`src/pll_ctrl_pkg.sv`:
```
// Package of register map, field layout, reset values and timing for the loop control block
package pll_ctrl_pkg;
    // ************************************************************
    // Register byte offsets
    // ************************************************************
    localparam logic [7:0] ADDR_CLOCK_DIVISOR_REGISTER = 8'h00;
    localparam logic [7:0] ADDR_FBD = 8'h04;
    localparam logic [7:0] ADDR_OSC = 8'h08;
    localparam logic [7:0] ADDR_CFG = 8'h0c;
    localparam logic [7:0] ADDR_ISTAT = 8'h10;
    localparam logic [7:0] ADDR_IMASK = 8'h14;
    // ************************************************************
    // Field positions and widths
    // ************************************************************
    localparam int PRE_LSB = 0;
    localparam int PRE_W = 5;
    localparam int POST_LSB = 6;
    localparam int POST_W = 2;
    localparam int FBD_W = 9;
    localparam int OSC_REQ_BIT = 0;
    localparam int OSC_LOCK_BIT = 5;
    localparam int OSC_NEW_LSB = 8;
    localparam int OSC_CUR_LSB = 12;
    localparam int SRC_W = 3;
    localparam int CFG_WAIT_BIT = 0;
    localparam int INT_LOCK_BIT = 0;
    localparam int INT_SW_BIT = 1;
    localparam int INT_W = 2;
    // ************************************************************
    // Reset values
    // ************************************************************
    localparam logic [4:0] PRE_RST = 5'h00;
    localparam logic [1:0] POST_RST = 2'h1;
    localparam logic [8:0] FBD_RST = 9'h030;
    localparam logic WAIT_RST = 1'b1;
    localparam logic [5:0] N1_RST = 6'h02;
    localparam logic [9:0] M_RST = 10'h032;
    localparam logic [3:0] N2_RST = 4'h4;
    // ************************************************************
    // Source codes and bus answers
    // ************************************************************
    localparam logic [2:0] SRC_FAST_RC = 3'h0;
    localparam logic [2:0] SRC_FAST_RC_LOOP = 3'h1;
    localparam logic [2:0] SRC_PRIMARY = 3'h2;
    localparam logic [2:0] SRC_PRIMARY_LOOP = 3'h3;
    localparam logic [1:0] RESP_OKAY = 2'h0;
    localparam logic [1:0] RESP_SLVERR = 2'h2;
    // ************************************************************
    // Timing
    // ************************************************************
    localparam int CLK_PERIOD_NS = 20;
    localparam int LOCK_TIME_NS = 50000;
    localparam int LOCK_CYCLES = (LOCK_TIME_NS + CLK_PERIOD_NS - 1) / CLK_PERIOD_NS;
    localparam int LOCK_CNT_W = 12;
endpackage

```
`src/lock_timer_if.sv`:
```
// Interface between the switch controller and the lock settling timer
interface lock_timer_if;
    logic ce;
    logic start;
    logic clk_avail;
    logic done;
    modport ctrl (output ce, output start, output clk_avail, input done);
    modport timer (input ce, input start, input clk_avail, output done);
endinterface

```
`src/lock_timer.sv`:
```
// Lock settling timer: counts the settling interval once the loop input clock is present
module lock_timer
    import pll_ctrl_pkg::*;
(
    input wire logic aclk,
    input wire logic aresetn,
    lock_timer_if.timer tif
);
    logic [LOCK_CNT_W-1:0] cnt_r;
    logic run_r;
    logic done_r;

    assign tif.done = done_r;

    // Start restarts the interval; counting holds off until the input clock exists
    always_ff @(posedge aclk) begin
        if (!aresetn) begin
            cnt_r <= '0;
            run_r <= 1'b0;
            done_r <= 1'b0;
        end else if (tif.ce) begin
            if (tif.start) begin
                cnt_r <= '0;
                run_r <= 1'b1;
                done_r <= 1'b0;
            end else if (run_r && tif.clk_avail) begin
                if (cnt_r == LOCK_CNT_W'(LOCK_CYCLES - 1)) begin
                    run_r <= 1'b0;
                    done_r <= 1'b1;
                end else begin
                    cnt_r <= cnt_r + 1'b1;
                end
            end
        end
    end
endmodule

```
`src/pll_lock_ctrl.sv`:
```
// Divider registers, clock switch sequencing and lock status for the frequency loop
// ************************************************************
// Overview of operation
// Input divide ratio is prescale field plus two
// Feedback ratio is feedback field plus two
// Output ratio is twice postscale field plus two
// Output clock follows ratios; software keeps below 80MHz
// Software keeps reference and oscillator in range
// Reset loads prescale 0, postscale 1, feedback 48
// Settling interval applied at reset and switch
// Settling starts only when input clock present
// Lock flag is read-only bit five
// Lock cleared at reset and loop switch
// Lock held low on non-loop source
// Software should poll lock after switching
// Software changes dividers only off the loop
// Odd input frequency: start without loop first
// Loop offered only to fast RC and primary
// Wait-for-lock bit delays switch until lock
// Request bit switches to new source when ready
// Lock set after interval, held while selected
// ************************************************************
module pll_lock_ctrl
    import pll_ctrl_pkg::*;
(
    input wire logic aclk,
    input wire logic aresetn,
    input wire logic ce,
    input wire logic [7:0] awaddr,
    input wire logic awvalid,
    output logic awready,
    input wire logic [31:0] wdata,
    input wire logic [3:0] wstrb,
    input wire logic wvalid,
    output logic wready,
    output logic [1:0] bresp,
    output logic bvalid,
    input wire logic bready,
    input wire logic [7:0] araddr,
    input wire logic arvalid,
    output logic arready,
    output logic [31:0] rdata,
    output logic [1:0] rresp,
    output logic rvalid,
    input wire logic rready,
    input wire logic primary_ready,
    input wire logic [pll_ctrl_pkg::SRC_W-1:0] initial_source_select,
    output logic [5:0] input_divide_ratio,
    output logic [9:0] feedback_ratio,
    output logic [3:0] output_ratio,
    output logic [pll_ctrl_pkg::SRC_W-1:0] current_source,
    output logic loop_locked,
    output logic irq
);
    import pll_ctrl_pkg::*;

    typedef enum logic [1:0] {SW_IDLE, SW_WAIT_SRC, SW_WAIT_LOCK} sw_state_type;

    // ************************************************************
    // Declarations
    // ************************************************************
    logic awready_r, wready_r, bvalid_r, arready_r, rvalid_r;
    logic [1:0] bresp_r, rresp_r;
    logic [31:0] rdata_r, wdata_r;
    logic [3:0] wstrb_r;
    logic [7:0] waddr_r;
    logic aw_have_r, w_have_r, wr_fire;
    logic [PRE_W-1:0] prescale_r;
    logic [POST_W-1:0] postscale_r;
    logic [FBD_W-1:0] feedback_r;
    logic [SRC_W-1:0] new_src_r, pend_src_r, cur_src_r;
    logic req_r, wait_en_r, lock_r, started_r, irq_r;
    logic [INT_W-1:0] istat_r, imask_r, int_set;
    logic [5:0] n1_r;
    logic [9:0] m_r;
    logic [3:0] n2_r;
    logic prim_meta_r, prim_sync_r;
    logic [SRC_W-1:0] strap_meta_r, strap_sync_r;
    sw_state_type sw_state_r;
    logic pend_ready, commit;
    lock_timer_if tif ();

    function automatic logic uses_loop(input logic [SRC_W-1:0] s);
        return (s == SRC_FAST_RC_LOOP) || (s == SRC_PRIMARY_LOOP);
    endfunction

    // Crystal based sources are usable only after the start-up timer expired
    function automatic logic src_ready(input logic [SRC_W-1:0] s, input logic prim);
        return ((s == SRC_PRIMARY) || (s == SRC_PRIMARY_LOOP)) ? prim : 1'b1;
    endfunction

    // ************************************************************
    // Pin synchronisers
    // ************************************************************
    // Not reset, so the strap is already valid when reset releases
    always_ff @(posedge aclk) begin
        prim_meta_r <= primary_ready;
        prim_sync_r <= prim_meta_r;
        strap_meta_r <= initial_source_select;
        strap_sync_r <= strap_meta_r;
    end

    // ************************************************************
    // AXI4-Lite write path
    // ************************************************************
    assign wr_fire = ce && aw_have_r && w_have_r && !bvalid_r;

    // Address and data are taken in either order and held until both are here
    always_ff @(posedge aclk) begin
        if (!aresetn) begin
            awready_r <= 1'b0;
            wready_r <= 1'b0;
            aw_have_r <= 1'b0;
            w_have_r <= 1'b0;
            bvalid_r <= 1'b0;
            bresp_r <= RESP_OKAY;
            waddr_r <= '0;
            wdata_r <= '0;
            wstrb_r <= '0;
        end else if (ce) begin
            awready_r <= !aw_have_r && !(awvalid && awready_r);
            wready_r <= !w_have_r && !(wvalid && wready_r);
            if (awvalid && awready_r) begin
                aw_have_r <= 1'b1;
                waddr_r <= awaddr;
            end
            if (wvalid && wready_r) begin
                w_have_r <= 1'b1;
                wdata_r <= wdata;
                wstrb_r <= wstrb;
            end
            if (wr_fire) begin
                bvalid_r <= 1'b1;
                bresp_r <= (waddr_r[7:2] <= ADDR_IMASK[7:2] && waddr_r[1:0] == 2'h0) ? RESP_OKAY : RESP_SLVERR;
            end else if (bvalid_r && bready) begin
                bvalid_r <= 1'b0;
                aw_have_r <= 1'b0;
                w_have_r <= 1'b0;
            end
        end
    end

    // ************************************************************
    // AXI4-Lite read path
    // ************************************************************
    // One read at a time; data is picked in the accept cycle
    always_ff @(posedge aclk) begin
        if (!aresetn) begin
            arready_r <= 1'b0;
            rvalid_r <= 1'b0;
            rdata_r <= '0;
            rresp_r <= RESP_OKAY;
        end else if (ce) begin
            arready_r <= !rvalid_r && !(arvalid && arready_r);
            if (arvalid && arready_r) begin
                rvalid_r <= 1'b1;
                rresp_r <= RESP_OKAY;
                rdata_r <= '0;
                unique case (araddr)
                    ADDR_CLOCK_DIVISOR_REGISTER: begin
                        rdata_r[PRE_LSB +: PRE_W] <= prescale_r;
                        rdata_r[POST_LSB +: POST_W] <= postscale_r;
                    end
                    ADDR_FBD: rdata_r[FBD_W-1:0] <= feedback_r;
                    ADDR_OSC: begin
                        rdata_r[OSC_REQ_BIT] <= req_r;
                        rdata_r[OSC_LOCK_BIT] <= lock_r;
                        rdata_r[OSC_NEW_LSB +: SRC_W] <= new_src_r;
                        rdata_r[OSC_CUR_LSB +: SRC_W] <= cur_src_r;
                    end
                    ADDR_CFG: rdata_r[CFG_WAIT_BIT] <= wait_en_r;
                    ADDR_ISTAT: rdata_r[INT_W-1:0] <= istat_r;
                    ADDR_IMASK: rdata_r[INT_W-1:0] <= imask_r;
                    default: rresp_r <= RESP_SLVERR;
                endcase
            end else if (rvalid_r && rready) begin
                rvalid_r <= 1'b0;
            end
        end
    end

    // ************************************************************
    // Divider fields
    // ************************************************************
    // Changing these while on the loop is the software's hazard, not blocked here
    always_ff @(posedge aclk) begin
        if (!aresetn) begin
            prescale_r <= PRE_RST;
            postscale_r <= POST_RST;
            feedback_r <= FBD_RST;
        end else if (wr_fire) begin
            if (waddr_r == ADDR_CLOCK_DIVISOR_REGISTER && wstrb_r[0]) begin
                prescale_r <= wdata_r[PRE_LSB +: PRE_W];
                postscale_r <= wdata_r[POST_LSB +: POST_W];
            end
            if (waddr_r == ADDR_FBD) begin
                if (wstrb_r[0]) feedback_r[7:0] <= wdata_r[7:0];
                if (wstrb_r[1]) feedback_r[8] <= wdata_r[8];
            end
        end
    end

    // Ratios handed to the analog dividers
    always_ff @(posedge aclk) begin
        if (!aresetn) begin
            n1_r <= N1_RST;
            m_r <= M_RST;
            n2_r <= N2_RST;
        end else if (ce) begin
            n1_r <= 6'(prescale_r) + 6'h02;
            m_r <= 10'(feedback_r) + 10'h002;
            n2_r <= {1'b0, postscale_r, 1'b0} + 4'h2;
        end
    end

    // ************************************************************
    // Control and mask registers
    // ************************************************************
    // The oscillator control word is write-protected while a switch runs
    always_ff @(posedge aclk) begin
        if (!aresetn) begin
            new_src_r <= SRC_FAST_RC;
            wait_en_r <= WAIT_RST;
            imask_r <= '0;
        end else if (wr_fire) begin
            if (waddr_r == ADDR_OSC && sw_state_r == SW_IDLE && wstrb_r[1]) begin
                new_src_r <= wdata_r[OSC_NEW_LSB +: SRC_W];
            end
            if (waddr_r == ADDR_CFG && wstrb_r[0]) begin
                wait_en_r <= wdata_r[CFG_WAIT_BIT];
            end
            if (waddr_r == ADDR_IMASK && wstrb_r[0]) begin
                imask_r <= wdata_r[INT_W-1:0];
            end
        end
    end

    // ************************************************************
    // Clock switch sequencer
    // ************************************************************
    assign pend_ready = src_ready(pend_src_r, prim_sync_r);
    assign commit = ce && ((sw_state_r == SW_WAIT_SRC && pend_ready && !(uses_loop(pend_src_r) && wait_en_r))
        || (sw_state_r == SW_WAIT_LOCK && tif.done));
    assign tif.ce = ce;
    assign tif.clk_avail = src_ready(sw_state_r == SW_IDLE ? cur_src_r : pend_src_r, prim_sync_r);
    // Interval restarts at power-on with a loop strap and whenever a switch heads for the loop
    assign tif.start = ce && ((!started_r && uses_loop(strap_sync_r))
        || (sw_state_r == SW_WAIT_SRC && pend_ready && uses_loop(pend_src_r)));

    // Request is taken from software, dropped by hardware once the switch is made
    always_ff @(posedge aclk) begin
        if (!aresetn) begin
            sw_state_r <= SW_IDLE;
            req_r <= 1'b0;
            pend_src_r <= SRC_FAST_RC;
            cur_src_r <= SRC_FAST_RC;
            started_r <= 1'b0;
        end else if (ce) begin
            if (!started_r) begin
                started_r <= 1'b1;
                cur_src_r <= strap_sync_r;
            end
            unique case (sw_state_r)
                SW_IDLE: begin
                    if (req_r) begin
                        pend_src_r <= new_src_r;
                        sw_state_r <= SW_WAIT_SRC;
                    end else if (wr_fire && waddr_r == ADDR_OSC && wstrb_r[0]) begin
                        req_r <= wdata_r[OSC_REQ_BIT];
                    end
                end
                SW_WAIT_SRC: begin
                    if (pend_ready && uses_loop(pend_src_r) && wait_en_r) begin
                        sw_state_r <= SW_WAIT_LOCK;
                    end
                end
                SW_WAIT_LOCK: ;
            endcase
            if (commit) begin
                cur_src_r <= pend_src_r;
                req_r <= 1'b0;
                sw_state_r <= SW_IDLE;
            end
        end
    end

    lock_timer u_lock_timer (
        .aclk(aclk),
        .aresetn(aresetn),
        .tif(tif.timer)
    );

    // ************************************************************
    // Lock flag
    // ************************************************************
    // Cleared on a non-loop source or a fresh interval, set when the interval ends
    always_ff @(posedge aclk) begin
        if (!aresetn) begin
            lock_r <= 1'b0;
        end else if (ce) begin
            if (commit && !uses_loop(pend_src_r)) begin
                lock_r <= 1'b0;
            end else if (!commit && !uses_loop(cur_src_r) && started_r) begin
                lock_r <= 1'b0;
            end else if (tif.start) begin
                lock_r <= 1'b0;
            end else if (tif.done && (sw_state_r == SW_WAIT_LOCK || uses_loop(cur_src_r) || commit)) begin
                lock_r <= 1'b1;
            end
        end
    end

    // ************************************************************
    // Interrupt status
    // ************************************************************
    // The timer's done stays high, so the lock event needs the same loop condition as the flag
    assign int_set = {commit, tif.done && !lock_r && !tif.start
        && (sw_state_r == SW_WAIT_LOCK || uses_loop(cur_src_r))};

    // A new event in the clearing cycle survives the write of one
    always_ff @(posedge aclk) begin
        if (!aresetn) begin
            istat_r <= '0;
            irq_r <= 1'b0;
        end else if (ce) begin
            if (wr_fire && waddr_r == ADDR_ISTAT && wstrb_r[0]) begin
                istat_r <= (istat_r & ~wdata_r[INT_W-1:0]) | int_set;
            end else begin
                istat_r <= istat_r | int_set;
            end
            irq_r <= |(istat_r & imask_r);
        end
    end

    // ************************************************************
    // Outputs
    // ************************************************************
    assign awready = awready_r;
    assign wready = wready_r;
    assign bvalid = bvalid_r;
    assign bresp = bresp_r;
    assign arready = arready_r;
    assign rvalid = rvalid_r;
    assign rdata = rdata_r;
    assign rresp = rresp_r;
    assign input_divide_ratio = n1_r;
    assign feedback_ratio = m_r;
    assign output_ratio = n2_r;
    assign current_source = cur_src_r;
    assign loop_locked = lock_r;
    assign irq = irq_r;
endmodule

```
`config.mk`:
```
export PLATFORM = sky130hd
export DESIGN_NAME = pll_lock_ctrl
export DESIGN_NICKNAME = d
export VERILOG_FILES = /design/src/pll_ctrl_pkg.sv /design/src/lock_timer_if.sv /design/src/lock_timer.sv /design/src/pll_lock_ctrl.sv
export SDC_FILE = /design/constraint.sdc
export NUM_CORES = 1
export LEC_CHECK = 0
export BUFFER_PORTS_ARGS = -buffer_cell sky130_fd_sc_hd__buf_2
export CAP_MARGIN = 5
export CORE_AREA = 2 2 107 109
export CTS_BUF_LIST = sky130_fd_sc_hd__clkbuf_8 sky130_fd_sc_hd__clkbuf_16
export CTS_CLUSTER_SIZE = 20
export DETAILED_ROUTE_END_ITERATION = 12
export DIE_AREA = 0 0 109 111
export PLACE_DENSITY = 0.87
export SYNTH_ARGS = -nofsm -noshare
export SYNTH_HDL_FRONTEND = slang
export SYNTH_SLANG_ARGS = --single-unit
```
`constraint.sdc`:
```
create_clock -name aclk -period 1.6 [get_ports aclk]
set_input_delay 0.16 -clock aclk [delete_from_list [all_inputs] [get_ports aclk]]
set_output_delay 0.16 -clock aclk [all_outputs]
set_load 0.03 [all_outputs]
```
==> results.json, run 1 <==
{
  "outcome": "finished, violations left",
  "violations": "hold timing, setup timing",
  "clock-root-buffer": "clkbuf_16",
  "gr-usage-all-layers_pct": 23.6,
  "fin_skew_ns": 0.00811,
  "final-instance-count-excl-fill": 898,
  "cts_buffer_depth": 2,
  "io_pins": 130,
  "finalInstanceArea_sq_um": 6990,
  "synth_edf_count": 0,
  "worstPathMaxFanout": 5,
  "routabilityCongestion": 0.908,
  "finalCritPeriodShare_pct": 110,
  "post-place-cells": 832,
  "period_needed_ns": 1.76,
  "antenna_found_initial": 0,
  "initial_core_util_pct": 46.6,
  "cap_violations": 0,
  "dpl-instance-area_sq_um": 5920,
  "wl_per_cell_um": 16.0,
  "endpoint": "u_lock_timer.cnt_r[3]",
  "syn_area_per_cell_sq_um": 8.72,
  "start_kind": "register",
  "post_drt_via_cell_ratio": 5.45,
  "switching_share_pct": 25.5,
  "fin_nets": 810,
  "syn_area_sq_um": 5160,
  "arrival_ns": 2.12,
  "clk_latency_ns": 0.41,
  "hold_path.class": "in2reg",
  "wl_um": 14300,
  "grt_pass1_vias": 4584,
  "power.switching_uw": 1870,
  "drt_iter0_drc": 325,
  "layout-drive-gt1-share_pct": 29.7,
  "utilization_pct": 63.1,
  "yosysSeqAreaShare_pct": 46.9,
  "internal-power_uw": 5450,
  "syn_inst": 592,
  "dieArea_sq_um": 12100,
  "hpwlAfterDp_um": 9030,
  "yosysWarnings": 0,
  "r2r_end": "u_lock_timer.cnt_r[3]",
  "drtAntennaViolNets": 0,
  "firstDrtPassIters": 5,
  "clock.fmax_mhz": 568,
  "irDropWorstVdd_mv": 0.742,
  "core_area_sq_um": 11100,
  "finalSetupViolCount": 22,
  "grt_overflow_total": 0,
  "drc": 0,
  "grt_max_degree": 47,
  "setup_tns_ns": -1.32,
  "antenna_cells": 0,
  "cts_made_buffers": 17,
  "rrSetupSlack_ns": -0.16,
  "crit_required_ns": 1.96,
  "async_reset_ff_share_pct": 0,
  "rr_startpoint": "sw_state_r[0]",
  "pwr-share-clk_pct": 49.6,
  "clkSlewWorstSetupHoldPaths_ns": 0.06,
  "worstSetupStartpoint": "sw_state_r[0]",
  "hold_ws_ns": -0.00517,
  "pwr-share-comb_pct": 7.7,
  "row_count": 39,
  "critical_path_class": "reg2reg",
  "port_buffers": 85,
  "die_x_um": 109,
  "syn2layout_area_growth_pct": 35.3,
  "final_common_cell": "dfxtp_1",
  "ys.flop_type": "dfxtp_1",
  "fp.dieH_um": 111,
  "grt_pass1_wl_um": 22300,
  "p_seq_share_pct": 42.7,
  "rsz0062_at_grt": "true",
  "rr_worst_depth": 6,
  "maxSlewViolCount": 0,
  "yosysUniqueCellTypes": 59,
  "critPathCaptureType": "register",
  "hold_viol": 1,
  "vias": 4897,
  "cts_tree": "built",
  "cts_sinks": 121,
  "setup_slack_ns": -0.161,
  "synth.ff_latch_count": 121,
  "layout_common_cells": "dfxtp_1 (111), nand2_1 (86), buf_2 (86)",
  "p_leak_uw": 0.00301,
  "cts_max_level": 4,
  "pwr_density_cell_nw_per_um2": 1050
}
==> worst max-delay path: stages (launching register included) <==
cell       delay [ns]
dfxtp_4          0.36
or2_4            0.26
a31oi_4          0.19
o2111ai_4        0.18
buf_6            0.17
or4_1            0.49
nand2_1          0.07
==> repair_timing <==
action                                 4_1_cts  5_1_grt
setup endpoints to repair                   33       33
cloned                                       2        0
hold buffers                                21        0
setup buffers                                8        3
endpoints found under the hold margin       21        0
pin swaps                                   12        6
resized for setup                           29       19
==> sequential cells by signal, indices dropped and copies added (netlist names), 3 cells and up <==
register            cells
prescale_r              5
rdata                  14
wdata_r                11
input_divide_ratio      6
waddr_r                 8
strap_sync_r            3
feedback_r              9
output_ratio            3
new_src_r               3
u_lock_timer.cnt_r     12
strap_meta_r            3
feedback_ratio         10
pend_src_r              3
current_source          3
==> cells in the mapped netlist (all sizes together) (3+ instances only) <==
master	count	area share, %
xnor2	3	0.51
a31oi	3	0.36
dfxtp	121	47
or4	4	0.65
o21ai	26	2.5
nor2b	5	0.61
and3	9	1.1
xor2	5	0.85
a22oi	6	0.87
nor2	58	4.2
and3b	5	0.85
nor3	3	0.51
nand2	86	6.3
mux2	5	1.1
nor4	3	0.48
nand4	6	0.73
a211oi	7	1.0
clkbuf	23	1.7
nor3b	4	0.58
ha	4	0.97
a21oi	57	5.5
or3	8	0.97
nand2b	6	0.73
mux2i	33	6.4
o211ai	4	0.58
nand3	28	2.9
inv	7	0.51
buf	29	3.8
o22ai	4	0.48
nor4b	3	0.63
==> area by class of cell <==
| class | count | area (sq um) |
|---|---|---|
| Multi-Input combinational cell | 431 | 2680 |
| Tap cell | 143 | 179 |
| Fill cell | 869 | 4090 |
| Inverter | 8 | 30.0 |
| Clock inverter | 15 | 145 |
| Timing Repair Buffer | 163 | 1080 |
| Sequential cell | 121 | 2440 |
| Clock buffer | 17 | 425 |
==> cells by family after synthesis <==
group           share of synthesized area, %
buf+inv                                 6.03
other cells                           0.0726
compound gates                          13.5
simple gates                            22.8
mux                                     8.36
fa+ha+maj                              0.969
xor+xnor                                1.36
flops                                   46.9
==> worst min path at each step <==
stage | depth (start not counted) | slack (ns) | start | to
after floorplan | 0 | 0.19 | primary_ready | prim_meta_r
after global placement | 1 | 0.26 | initial_source_select[1] | strap_meta_r[1]
after detailed placement | 1 | 0.27 | primary_ready | prim_meta_r
after CTS | 3 | 0.003 | awaddr[2] | waddr_r[2]
after global routing | 3 | 0.001 | wdata[4] | wdata_r[4]
final | 3 | -0.005 | awaddr[2] | waddr_r[2]
==> power groups by stage <==
stage	clock network, uW	logic [uW]	registers, uW
after floorplan	0	300	3220
after CTS	3660	543	3120
final	3630	564	3120
after detailed placement	0	472	3180
after global placement	0	467	3180
after global routing	3810	606	3120
==> per-layer routing <==
metal	global-route usage (%)	share of wire [%]	vias to the layer above	wire [um]
li1	-	-	2342	-
met1	29.3	40	2296	5770
met2	39.0	50	218	7140
met3	5.41	6.9	41	984
met4	9.83	3.1	0	440
met5	0	0	-	0
==> metrics by stage <==
| step | setup WS, ns | total power [uW] |
|---|---|---|
| after global routing | -0.188 | 7540 |
| after CTS | -0.0896 | 7320 |
| after floorplan | -0.0218 | 3520 |
| after global placement | -0.0986 | 3650 |
| final | -0.161 | 7320 |
| after detailed placement | -0.133 | 3650 |
(Power assumes the default switching activity.)
==> run 2, diff against run 1 <==
--- a/config.mk
+++ b/config.mk
@@ -13,6 +13,7 @@
 export DETAILED_ROUTE_END_ITERATION = 12
 export DIE_AREA = 0 0 109 111
 export PLACE_DENSITY = 0.87
+export SKIP_CTS_REPAIR_TIMING = 1
 export SYNTH_ARGS = -nofsm -noshare
 export SYNTH_HDL_FRONTEND = slang
 export SYNTH_SLANG_ARGS = --single-unit
==> constraint.sdc (replaced) <==
create_clock -name aclk -period 1.6 [get_ports aclk]
set_input_delay 0.16 -clock aclk [delete_from_list [all_inputs] [get_ports aclk]]
set_output_delay 0.16 -clock aclk [all_outputs]
set_load 0.02 [all_outputs]
==> run 2 against run 1 <==
Largest power group unchanged. The run still ends with hold timing, setup timing left. Global-route usage is 1.3 points lower. Cell area is 2.1% lower. Cell count is 1.8% lower. First-iteration DRC count is 3.7% higher. Fmax is 1.7% lower. Sequential cell count stayed put. Die area stayed put. Core utilization is 1.3 points lower.
==> results.json, run 2 (synthesis gave the netlist of run 1 again) <==
{
  "outcome": "finished, violations left",
  "violations": "hold timing, setup timing",
  "pwr_density_cell_nw_per_um2": 1080,
  "hold_viol": 11,
  "fin_nets": 795,
  "antenna_found_initial": 0,
  "drtAntennaViolNets": 0,
  "cts_max_level": 4,
  "path_cells": "or2_4 > a31oi_4 > o2111ai_4 > buf_6 > or4_1 > nand2_1",
  "dieArea_sq_um": 12100,
  "die_x_um": 109,
  "layout-drive-gt1-share_pct": 28.4,
  "hold_ws_ns": -0.0181,
  "critPathMaxStageDelay_ns": 0.48,
  "clkSlewWorstSetupHoldPaths_ns": 0.06,
  "drt_iter0_drc": 337,
  "pwr-share-comb_pct": 6.7,
  "syn2layout_area_growth_pct": 32.5,
  "post_drt_via_cell_ratio": 5.47,
  "setup_slack_ns": -0.191,
  "grt_max_degree": 61,
  "hold_path_depth": 3,
  "clock.fmax_mhz": 558,
  "grt_overflow_total": 0,
  "cp_num_buf_inv": 1,
  "finalCritPeriodShare_pct": 112,
  "core_area_sq_um": 11100,
  "largest_reg_flops": 14,
  "crit_cells": 6,
  "cts_buffer_depth": 2,
  "hpwlAfterDp_um": 8730,
  "row_count": 39,
  "rr_worst_depth": 6,
  "fin_skew_ns": 0.00703,
  "fillers": 877,
  "hold_path.class": "in2reg",
  "final_common_cell": "dfxtp_1",
  "grt_pass1_vias": 4408,
  "utilization_pct": 61.8,
  "critPathCaptureType": "register",
  "layout_common_cells": "dfxtp_1 (116), nand2_1 (86), buf_2 (86)",
  "fp.dieH_um": 111,
  "internal-power_uw": 5710,
  "initial_core_util_pct": 46.6,
  "max_slew_margin_pct": 56.9,
  "switching_share_pct": 23.0,
  "cpMaxStageDelayCell": "or4_1",
  "io_pins": 130,
  "crit_required_ns": 1.96,
  "port_buffers": 85,
  "cts_tree": "built",
  "cts_made_buffers": 17,
  "clk_latency_ns": 0.41,
  "start_kind": "register",
  "antenna_cells": 0,
  "arrival_ns": 2.15,
  "path_delay_family": "simple AND/OR/NAND/NOR gates",
  "multi_input_area_sq_um": 2670,
  "drc": 0,
  "clock-root-buffer": "clkbuf_16",
  "irDropWorstVdd_mv": 0.717,
  "grt_pass1_wl_um": 21200,
  "p_leak_uw": 0.00297,
  "wl_um": 14000,
  "setup_tns_ns": -1.32,
  "cap_violations": 0,
  "power.switching_uw": 1710,
  "gr-usage-all-layers_pct": 22.3,
  "regArea_sq_um": 2430,
  "pwr-share-clk_pct": 51.2,
  "cts_sinks": 121,
  "period_needed_ns": 1.79,
  "vias": 4828,
  "p_seq_share_pct": 42.1,
  "finalSetupViolCount": 11,
  "maxSlewViolCount": 0,
  "wl_per_cell_um": 15.8,
  "critical_path_class": "reg2reg",
  "rsz0062_at_grt": "true",
  "firstDrtPassIters": 5,
  "worst_pin_slew_ns": 0.647,
  "routabilityCongestion": 0.890,
  "worstPathMaxFanout": 5
}
run 2: cell count changes in the layout (fill, tap and decap cells not counted), moves of 2 or more:
cell,previous run,this run
buf_4,50,48
clkinvlp_4,5,3
clkbuf_8,0,4
nand3_1,23,25
dfxtp_2,7,4
buf_6,6,3
dfxtp_1,111,116
dlygate4sd3_1,21,11
nor2b_2,2,0
inv_8,2,0
inv_6,2,0
nor2b_1,3,5
dfxtp_4,3,1
run 2: worst paths after layout:
path                            slack [ns]                     to     startpoint
worst max register to register       -0.19  u_lock_timer.cnt_r[3]  sw_state_r[0]
worst min-delay path                 -0.02             wdata_r[2]       wdata[2]
worst min register to register        0.33            prim_sync_r    prim_meta_r
worst max-delay path                 -0.19  u_lock_timer.cnt_r[3]  sw_state_r[0]
run 2: power groups by stage:
stage          Clock, uW  Combinational (uW)  Sequential [uW]
6_report            3800                 495             3120
5_1_grt             3980                 539             3130
4_1_cts             3820                 439             3120
3_5_place_dp           0                 434             3180
3_3_place_gp           0                 428             3180
2_1_floorplan          0                 279             3200
run 2: per-stage QoR:
step	hold WS, ns	cell area (sq um)	setup slack, ns	std cells	total power [uW]
after floorplan	0.188	5270	-0.0218	612	3480
after global placement	0.264	5910	-0.0856	832	3610
after detailed placement	0.264	5910	-0.117	832	3620
after CTS	-0.165	6510	-0.168	863	7380
after global routing	0.00195	6840	-0.242	882	7650
final	-0.0181	6840	-0.191	882	7420
run 2: layout make-up:
type / count / area share, %
clock buffer: 21 / 7.02
inverter: 8 / 0.439
multi-input combinational: 431 / 39.0
sequential: 121 / 35.5
clock inverter: 10 / 1.74
timing repair buffer: 148 / 13.7
tap: 143 / 2.62
run 2: worst reg2reg max path, stage by stage, from the launching register on:
cell,delay [ns]
dfxtp_2,0.34
or2_4,0.25
a31oi_4,0.23
o2111ai_4,0.19
buf_6,0.18
or4_1,0.48
nand2_1,0.08
run 2: metal layers:
| layer | global-route usage, % | up-vias | part of all wire, % |
|---|---|---|---|
| li1 | - | 2318 | - |
| met1 | 28.9 | 2288 | 43 |
| met2 | 34.1 | 190 | 48 |
| met3 | 7.11 | 32 | 7.3 |
| met4 | 9.06 | 0 | 2.5 |
| met5 | 0 | - | 0 |
